[src/txal_pkg.sv]
package txal_pkg;
  localparam int NUM_LANES        = 8;
  localparam int ALIGN_CYCLES     = 16;
  localparam int SKEW_BIT_CLOCKS  = 2;
  localparam int POSTDIV_W        = 3;
  localparam int WORDDIV_W        = 3;
  localparam int REFSEL_W         = 3;

  // Post-divider codes: 1, 2, 4, 8, 11
  localparam logic [2:0] PD_1  = 3'h0;
  localparam logic [2:0] PD_2  = 3'h1;
  localparam logic [2:0] PD_4  = 3'h2;
  localparam logic [2:0] PD_8  = 3'h3;
  localparam logic [2:0] PD_11 = 3'h4;

  // Word divider codes: 8,10,16,20,32,40,64,80
  localparam logic [2:0] WD_8  = 3'h0;
  localparam logic [2:0] WD_10 = 3'h1;
  localparam logic [2:0] WD_16 = 3'h2;
  localparam logic [2:0] WD_20 = 3'h3;
  localparam logic [2:0] WD_32 = 3'h4;
  localparam logic [2:0] WD_40 = 3'h5;
  localparam logic [2:0] WD_64 = 3'h6;
  localparam logic [2:0] WD_80 = 3'h7;

  // Reference clock sources
  localparam logic [2:0] REF_DIFF      = 3'h0;
  localparam logic [2:0] REF_SE0       = 3'h1;
  localparam logic [2:0] REF_SE1       = 3'h2;
  localparam logic [2:0] REF_CASCADE   = 3'h3;
  localparam logic [2:0] REF_RECOVERED = 3'h4;

  // Line rate in Mbps that exposes the fixed 125 MHz output
  localparam logic [15:0] RATE_2500 = 16'h09C4;
  localparam logic [7:0]  CLK125_DIV = 8'h01;

  function automatic logic [6:0] postdiv_val(input logic [2:0] c);
    case (c)
      PD_1:    postdiv_val = 7'h01;
      PD_2:    postdiv_val = 7'h02;
      PD_4:    postdiv_val = 7'h04;
      PD_8:    postdiv_val = 7'h08;
      PD_11:   postdiv_val = 7'h0B;
      default: postdiv_val = 7'h01;
    endcase
  endfunction

  function automatic logic [6:0] worddiv_val(input logic [2:0] c);
    case (c)
      WD_8:    worddiv_val = 7'h08;
      WD_10:   worddiv_val = 7'h0A;
      WD_16:   worddiv_val = 7'h10;
      WD_20:   worddiv_val = 7'h14;
      WD_32:   worddiv_val = 7'h20;
      WD_40:   worddiv_val = 7'h28;
      WD_64:   worddiv_val = 7'h40;
      default: worddiv_val = 7'h50;
    endcase
  endfunction
endpackage

[src/txal_if.sv]
`timescale 1ns/10ps
interface txal_if #(parameter int N = 8);
  logic [N-1:0] lane_serializer_reset_n;
  logic [N-1:0] lane_serializer_reset_enable;
  logic         tx_align;
  logic         pll_lock;
  logic [N-1:0] lane_word_clk;
  logic [N-1:0] rx_word_clk;
  logic         clk_125;
  logic         fabric_refclk_out;

  modport device
  (
    input  lane_serializer_reset_n,
    input  lane_serializer_reset_enable,
    input  tx_align,
    output pll_lock,
    output lane_word_clk,
    output rx_word_clk,
    output clk_125,
    output fabric_refclk_out
  );

  modport fabric
  (
    output lane_serializer_reset_n,
    output lane_serializer_reset_enable,
    output tx_align,
    input  pll_lock,
    input  lane_word_clk,
    input  rx_word_clk,
    input  clk_125,
    input  fabric_refclk_out
  );
endinterface

[src/txal_device.sv]
`timescale 1ns/10ps
module txal_device #(
  parameter int N = 8,
  parameter int LOCK_CYCLES = 64,
  parameter int CDR_REF_CYCLES = 32
)
(
  input  wire logic                 sys_clk,
  input  wire logic                 nrst,
  txal_if.device                    link,
  input  wire logic [2:0]           ref_sel,
  input  wire logic [4:0]           ref_present,
  input  wire logic [15:0]          line_rate_mbps,
  input  wire logic [N-1:0][2:0]    post_div,
  input  wire logic [N-1:0][2:0]    word_div,
  input  wire logic [N-1:0][2:0]    rx_word_div,
  input  wire logic                 lock_to_ref,
  input  wire logic [N-1:0]         rx_data_edge,
  input  wire logic                 global_by_refclk,
  output logic [N-1:0]              rx_locked_data,
  output logic [N-1:0]              lane_global_ok,
  output logic                      bit_clk
);
  typedef enum logic [1:0] {C_REF, C_DATA, C_LTR} cst_t;
  typedef struct packed {
    logic [7:0]            lock_cnt;
    logic                  lock;
    logic                  bit_clk;
    logic [N-1:0]          wclk;
    logic [N-1:0]          rclk;
    logic [N-1:0][6:0]     pcnt;
    logic [N-1:0][6:0]     wcnt;
    logic [N-1:0][6:0]     rcnt;
    logic [N-1:0][5:0]     cdr_cnt;
    logic [N-1:0][1:0]     cst;
    logic [N-1:0]          rlock;
    logic [6:0]            c125;
    logic                  clk125;
    logic                  refclk;
    logic                  glob_taken;
  } dev_t;

  dev_t r;
  dev_t next_r;
  logic ref_ok;
  logic rate_2500;
  logic [N-1:0] lane_rst;
  logic [6:0] pd;
  logic [6:0] wd;
  logic [6:0] rd;

  // Codes beyond the listed sources never lock
  always_comb
  begin
    ref_ok = 1'b0;
    case (ref_sel)
      txal_pkg::REF_DIFF,
      txal_pkg::REF_SE0,
      txal_pkg::REF_SE1,
      txal_pkg::REF_CASCADE,
      txal_pkg::REF_RECOVERED: ref_ok = ref_present[ref_sel];
      default:                 ref_ok = 1'b0;
    endcase
  end
  assign rate_2500 = (line_rate_mbps == txal_pkg::RATE_2500);
  assign lane_rst = ~link.lane_serializer_reset_n
                    & link.lane_serializer_reset_enable;

  always_comb
  begin
    next_r = r;
    pd = 7'h01;
    wd = 7'h08;
    rd = 7'h08;
    // Lock after a stable reference for LOCK_CYCLES
    if (!ref_ok)
    begin
      next_r.lock_cnt = 8'h00;
      next_r.lock = 1'b0;
    end
    else if (r.lock_cnt != 8'(LOCK_CYCLES))
      next_r.lock_cnt = r.lock_cnt + 8'h01;
    else
      next_r.lock = 1'b1;
    next_r.bit_clk = r.lock ? ~r.bit_clk : 1'b0;
    next_r.glob_taken = global_by_refclk;
    next_r.refclk = (ref_ok && r.glob_taken) ? ~r.refclk : 1'b0;
    for (int i = 0; i < N; i++)
    begin
      pd = txal_pkg::postdiv_val(post_div[i]);
      wd = txal_pkg::worddiv_val(word_div[i]);
      rd = txal_pkg::worddiv_val(rx_word_div[i]);
      if (lane_rst[i] || link.tx_align || !r.lock)
      begin
        next_r.pcnt[i] = 7'h00;
        next_r.wcnt[i] = 7'h00;
        next_r.wclk[i] = 1'b0;
      end
      else if (r.pcnt[i] >= pd - 7'h01)
      begin
        next_r.pcnt[i] = 7'h00;
        if (r.wcnt[i] >= (wd >> 1) - 7'h01)
        begin
          next_r.wcnt[i] = 7'h00;
          next_r.wclk[i] = ~r.wclk[i];
        end
        else
          next_r.wcnt[i] = r.wcnt[i] + 7'h01;
      end
      else
        next_r.pcnt[i] = r.pcnt[i] + 7'h01;
      // Receive clock recovery per lane
      case (r.cst[i])
        C_REF:
        begin
          if (lock_to_ref)
            next_r.cst[i] = C_LTR;
          else if (r.cdr_cnt[i] == 6'(CDR_REF_CYCLES) && ref_ok)
            next_r.cst[i] = C_DATA;
          else if (ref_ok)
            next_r.cdr_cnt[i] = r.cdr_cnt[i] + 6'h01;
          next_r.rlock[i] = 1'b0;
        end
        C_DATA:
        begin
          if (rx_data_edge[i])
            next_r.rlock[i] = 1'b1;
          if (!ref_ok || lock_to_ref)
          begin
            next_r.cst[i] = C_REF;
            next_r.cdr_cnt[i] = 6'h00;
          end
        end
        C_LTR:
        begin
          next_r.rlock[i] = 1'b0;
          if (!lock_to_ref || !ref_ok)
          begin
            next_r.cst[i] = C_REF;
            next_r.cdr_cnt[i] = 6'h00;
          end
        end
        default: next_r.cst[i] = C_REF;
      endcase
      if (r.cst[i] == C_REF)
      begin
        next_r.rcnt[i] = 7'h00;
        next_r.rclk[i] = 1'b0;
      end
      else if (r.rcnt[i] >= (rd >> 1) - 7'h01)
      begin
        next_r.rcnt[i] = 7'h00;
        next_r.rclk[i] = ~r.rclk[i];
      end
      else
        next_r.rcnt[i] = r.rcnt[i] + 7'h01;
    end
    // Fixed 125 MHz output, present only at 2500 Mbps
    if (r.lock && rate_2500)
    begin
      if (r.c125 >= 7'(txal_pkg::CLK125_DIV) - 7'h01)
      begin
        next_r.c125 = 7'h00;
        next_r.clk125 = ~r.clk125;
      end
      else
        next_r.c125 = r.c125 + 7'h01;
    end
    else
    begin
      next_r.c125 = 7'h00;
      next_r.clk125 = 1'b0;
    end
  end

  always_ff @(posedge sys_clk or negedge nrst)
  begin
    if (!nrst)
      r <= '0;
    else
      r <= next_r;
  end

  assign link.pll_lock = r.lock;
  assign link.lane_word_clk = r.wclk;
  assign link.rx_word_clk = r.rclk;
  assign link.clk_125 = r.clk125;
  assign link.fabric_refclk_out = r.refclk;
  assign lane_global_ok = {N{~r.glob_taken}};
  assign rx_locked_data = r.rlock;
  assign bit_clk = r.bit_clk;
endmodule

[src/flat_wrapper.sv]
// flat-port wrapper written by rule: the top's interface ports become plain ports
module txal_device_flat 
#(
  parameter int N = 8,
  parameter int LOCK_CYCLES = 64,
  parameter int CDR_REF_CYCLES = 32
)
  (sys_clk, nrst, ref_sel, ref_present, line_rate_mbps, post_div, word_div, rx_word_div, lock_to_ref, rx_data_edge, global_by_refclk, rx_locked_data, lane_global_ok, bit_clk, link_lane_serializer_reset_n, link_lane_serializer_reset_enable, link_tx_align, link_pll_lock, link_lane_word_clk, link_rx_word_clk, link_clk_125, link_fabric_refclk_out);
  txal_if #(.N(N)) link_i ();
  input  wire logic sys_clk;
  input  wire logic nrst;
  input  wire logic [2:0] ref_sel;
  input  wire logic [4:0] ref_present;
  input  wire logic [15:0] line_rate_mbps;
  input  wire logic [N-1:0][2:0] post_div;
  input  wire logic [N-1:0][2:0] word_div;
  input  wire logic [N-1:0][2:0] rx_word_div;
  input  wire logic lock_to_ref;
  input  wire logic [N-1:0] rx_data_edge;
  input  wire logic global_by_refclk;
  output logic [N-1:0] rx_locked_data;
  output logic [N-1:0] lane_global_ok;
  output logic bit_clk;
  input wire logic [$bits(link_i.lane_serializer_reset_n)-1:0] link_lane_serializer_reset_n;
  input wire logic [$bits(link_i.lane_serializer_reset_enable)-1:0] link_lane_serializer_reset_enable;
  input wire logic [$bits(link_i.tx_align)-1:0] link_tx_align;
  output wire logic [$bits(link_i.pll_lock)-1:0] link_pll_lock;
  output wire logic [$bits(link_i.lane_word_clk)-1:0] link_lane_word_clk;
  output wire logic [$bits(link_i.rx_word_clk)-1:0] link_rx_word_clk;
  output wire logic [$bits(link_i.clk_125)-1:0] link_clk_125;
  output wire logic [$bits(link_i.fabric_refclk_out)-1:0] link_fabric_refclk_out;
  assign link_i.lane_serializer_reset_n = link_lane_serializer_reset_n;
  assign link_i.lane_serializer_reset_enable = link_lane_serializer_reset_enable;
  assign link_i.tx_align = link_tx_align;
  assign link_pll_lock = link_i.pll_lock;
  assign link_lane_word_clk = link_i.lane_word_clk;
  assign link_rx_word_clk = link_i.rx_word_clk;
  assign link_clk_125 = link_i.clk_125;
  assign link_fabric_refclk_out = link_i.fabric_refclk_out;
  txal_device #(.N(N), .LOCK_CYCLES(LOCK_CYCLES), .CDR_REF_CYCLES(CDR_REF_CYCLES)) u_core (.sys_clk(sys_clk), .nrst(nrst), .link(link_i), .ref_sel(ref_sel), .ref_present(ref_present), .line_rate_mbps(line_rate_mbps), .post_div(post_div), .word_div(word_div), .rx_word_div(rx_word_div), .lock_to_ref(lock_to_ref), .rx_data_edge(rx_data_edge), .global_by_refclk(global_by_refclk), .rx_locked_data(rx_locked_data), .lane_global_ok(lane_global_ok), .bit_clk(bit_clk));
endmodule
[config.mk]
export PLATFORM = sky130hd
export DESIGN_NAME = txal_device_flat
export DESIGN_NICKNAME = d
export VERILOG_FILES = /design/src/txal_pkg.sv /design/src/txal_if.sv /design/src/txal_device.sv /design/src/flat_wrapper.sv
export SDC_FILE = /design/constraint.sdc
export NUM_CORES = 1
export LEC_CHECK = 0
export ABC_AREA = 1
export BUFFER_PORTS_ARGS = -buffer_cell sky130_fd_sc_hd__buf_4
export CAP_MARGIN = 30
export CELL_PAD_IN_SITES_DETAIL_PLACEMENT = 1
export CELL_PAD_IN_SITES_GLOBAL_PLACEMENT = 1
export CORE_MARGIN = 1
export CORE_UTILIZATION = 45
export CTS_BUF_LIST = sky130_fd_sc_hd__clkbuf_2 sky130_fd_sc_hd__clkbuf_4 sky130_fd_sc_hd__clkbuf_8
export DETAILED_ROUTE_END_ITERATION = 10
export PLACE_DENSITY = 0.84
export SLEW_MARGIN = 30
export SYNTH_ARGS = -nofsm -noshare
export SYNTH_HDL_FRONTEND = slang
export SYNTH_SLANG_ARGS = --single-unit
[constraint.sdc]
create_clock -name sys_clk -period 2.5 [get_ports sys_clk]
set_input_delay 0.375 -clock sys_clk [delete_from_list [all_inputs] [get_ports sys_clk]]
set_output_delay 0.375 -clock sys_clk [all_outputs]
set_load 0.02 [all_outputs]
==> results.py <==
metrics = {
    "timing": {
        "finalCritPeriodShare_pct": 84.5,
        "skew_ns": 0.0301,
        "fin_tns_setup_ns": 0,
        "slew_viol_final": 0,
        "min_period_ns": 2.11,
        "max_freq_mhz": 473,
        "setup_viol": 0,
        "finalHoldViolCount": 0,
        "fin_ws_ns": 0.387,
        "rsz0062_at_grt": "no",
    },
    "place": {
        "place_hpwl_microns": 38700,
        "gp_congestion": 0.817,
        "portBuffers": 160,
        "dp_slack_ns": -0.106,
    },
    "synthesis": {
        "postSynthCellCount": 2542,
        "synth_top_flop_cell": "dfrtp_1",
        "syn_area_per_cell_sq_um": 7.75,
        "ys_seq_area_share_pct": 34.2,
        "yosysWarnings": 0,
        "synth_edf_count": 0,
        "synth_common_cells": "nand2_1, nor2_1, inv_1, dfrtp_1, ha_1",
        "synth.top_cells.by_area": "dfrtp_1, ha_1, nand2_1",
        "ys_ff_latch": 269,
        "synthArstFlopShare_pct": 100,
        "synth_most_common_cell": "nand2_1",
        "yosysTopAreaCell": "dfrtp_1",
        "synth_top_area_share_pct": 34.2,
        "synth.distinct_cells": 46,
        "syn_area_sq_um": 19700,
    },
    "global_route": {
        "grt_max_degree": 80,
        "grt_pass1_vias": 18954,
        "grt.overflow.total": 0,
        "grt_pass1_wl_microns": 87800,
        "track_usage_pct": 23.5,
        "antenna_found_initial": 0,
    },
    "cts": {
        "clkTransAtPathRegs_ns": 0.05,
        "cts_tree": "done",
        "insertion_delay_ns": 0.62,
        "htreeDepth": 2,
        "cts_buffers": 50,
        "cts_root_buffer": "clkbuf_8",
        "cts_buffer_depth": 3,
        "cts_resized": 0,
        "clock_sinks": 269,
    },
    "pwr": {
        "clkPwrFrac_pct": 30.4,
        "p_sw_share_pct": 37.4,
        "comb_power_share_pct": 33.1,
        "switchingPower_mw": 5.53,
        "total_power_mw": 14.8,
        "intPower_mw": 9.24,
        "seqPwrFrac_pct": 36.5,
        "ir_drop_mv": 0.442,
        "leakage_nw": 11.8,
        "powerDensity_nw_per_um2": 646,
    },
    "critical_path": {
        "arrival_ns": 2.59,
        "worst-path-max-fanout": 16,
        "crit_type": "flop to flop",
        "cp.required_ns": 2.97,
        "end_kind": "flop",
        "worstPathCellList": "ha_1 > inv_1 > o21ai_0 > nand3_1 > o21ai_0 > nand2_1 > nand2_2 > o21ai_0 > nand2_1 > o21ai_0",
        "reg2reg_slack_ns": 0.39,
        "cp_slowest_cell": "dfrtp_1",
        "cp_slowest_stage_delay_ns": 0.41,
        "cp-start-kind": "flop",
        "timing.critical_path.mode_cell": "o21ai_0",
        "ff2ff_path_depth": 10,
    },
    "routing": {
        "vias": 17814,
        "highest_layer": "met4",
        "dr_wl_met2_microns": 25900,
        "drt_first_pass_iters": 5,
        "drt-met1-wl_microns": 22700,
        "wl_per_cell_microns": 15.1,
        "drtAntennaViolNets": 0,
        "via_per_inst": 5.24,
        "wl_met3_microns": 1490,
        "drt_iter0_drc": 579,
        "drt_wl_total_microns": 51200,
        "drc": 0,
    },
    "die": {
        "initial_core_util_pct": 45.6,
        "core_sq_um": 43200,
        "pin_count": 161,
        "die_h_microns": 211,
        "dieArea_sq_um": 44600,
        "num_rows": 76,
        "die_x_microns": 211,
    },
    "final_layout": {
        "drive_above_1_share_pct": 12.4,
        "area_delta_synth_final_pct": 16.0,
        "antenna_cells": 0,
        "nets": 3149,
        "utilization_pct": 53.0,
    },
    "hold_path": {
        "hold_class": "primary input to flop",
        "worstHoldPathCells": 4,
    },
    "status": {
        "status": "finished clean",
    },
    "run": {
        "cap_violations": 0,
    },
}
-- kinds of logic after synthesis --
| family | Yosys count | synth area share [%] |
|---|---|---|
| DFF | 269 | 34.2 |
| adders and majority gates | 245 | 15.6 |
| and+or+nand+nor | 1270 | 28.6 |
| buffers and inverters | 359 | 7.78 |
| other | 2 | 0.0381 |
| xor gates and xnor gates | 139 | 6.18 |
| AOI/OAI and AO/OA | 258 | 7.64 |
-- worst paths after layout --
path,start,endpoint
setup / recovery,u_core.r[198],u_core.link.lane_word_clk[0]
hold / removal,rx_data_edge[2],u_core.rx_locked_data[2]
setup reg to reg,u_core.r[198],u_core.link.lane_word_clk[0]
hold reg to reg,u_core.bit_clk,u_core.bit_clk
max in group asynchronous,nrst,u_core.r[208]
min in group asynchronous,nrst,u_core.r[192]
-- power by group through the flow --
| stage | logic, mW | clock network [mW] | registers, mW |
|---|---|---|---|
| final | 4.89 | 4.49 | 5.39 |
| after detailed placement | 4.89 | 0 | 5.46 |
| after floorplan | 3.38 | 0 | 5.29 |
| after global placement | 4.57 | 0 | 5.42 |
| after global routing | 5.59 | 4.79 | 5.47 |
| after CTS | 4.96 | 4.63 | 5.39 |
-- state kept, by name (all words and copies together) (netlist names) --
register / flops
u_core.r: 241
u_core.link.lane_word_clk: 8
u_core.link.rx_word_clk: 8
u_core.rx_locked_data: 8
u_core.bit_clk: 1
u_core.link.clk_125: 1
u_core.link.fabric_refclk_out: 1
u_core.link.pll_lock: 1
-- layout by cell type (no fill, tap or decap), drive strengths merged --
cell type / Yosys / final
clkinvlp: 0 / 1
nor4b: 1 / 1
conb: 2 / 23
dlygate4sd3: 0 / 4
nand3b: 9 / 9
a21o: 1 / 1
o31ai: 2 / 2
buf: 46 / 207
a21oi: 104 / 104
o21ai: 122 / 122
or2: 3 / 3
nor2: 315 / 315
nor3: 55 / 55
bufinv: 0 / 1
nor3b: 12 / 12
clkbuf: 1 / 81
xnor2: 49 / 49
nor4: 8 / 8
clkinv: 2 / 6
xor2: 90 / 90
nand4: 106 / 106
ha: 245 / 245
o22ai: 8 / 8
dfrtp: 269 / 269
inv: 310 / 310
nand3: 215 / 215
o21a: 19 / 19
a31oi: 1 / 1
o21bai: 1 / 1
nand2: 545 / 545
and3: 1 / 1
-- area by class of cell --
class,instances,area (sq um)
well taps,585,732
repair buffers,211,1660
inverters,312,1170
flip-flops and latches,269,6730
fillers,5492,20300
multi-input cells,1935,11500
clock buffers,81,990
clock inverters,6,57.6
-- stage by stage --
| step | hold WS (ns) | instances | cell area, sq um |
|---|---|---|---|
| 6_report | 0.0706 | 3399 | 22900 |
| 3_3_place_gp | 0.306 | 3308 | 21800 |
| 2_1_floorplan | 0.0794 | 2563 | 19800 |
| 3_5_place_dp | 0.308 | 3308 | 21800 |
| 5_1_grt | 0.0689 | 3399 | 22900 |
| 4_1_cts | 0.0219 | 3399 | 22900 |
-- critical path, delay by kind of cell (launching register included) --
family	cells	cell delay, ns
AO/OA/AOI/OAI	4	0.53
adder cells (fa/ha/maj)	1	0.32
flip-flops	1	0.41
AND/OR/NAND/NOR	4	0.68
buffers and inverters	1	0.05
-- repair_timing --
item                      CTS  global route
hold endpoints to repair   43             0
buffers inserted            0             0
hold buffers                4             0
-- routing by layer --
| metal | GRT usage, % | vias up |
|---|---|---|
| li1 | - | 8825 |
| met1 | 29.0 | 8700 |
| met2 | 42.4 | 213 |
| met3 | 3.00 | 76 |
| met4 | 7.02 | 0 |
| met5 | 0 | - |
Note: power is estimated with default switching activity, not from simulation.
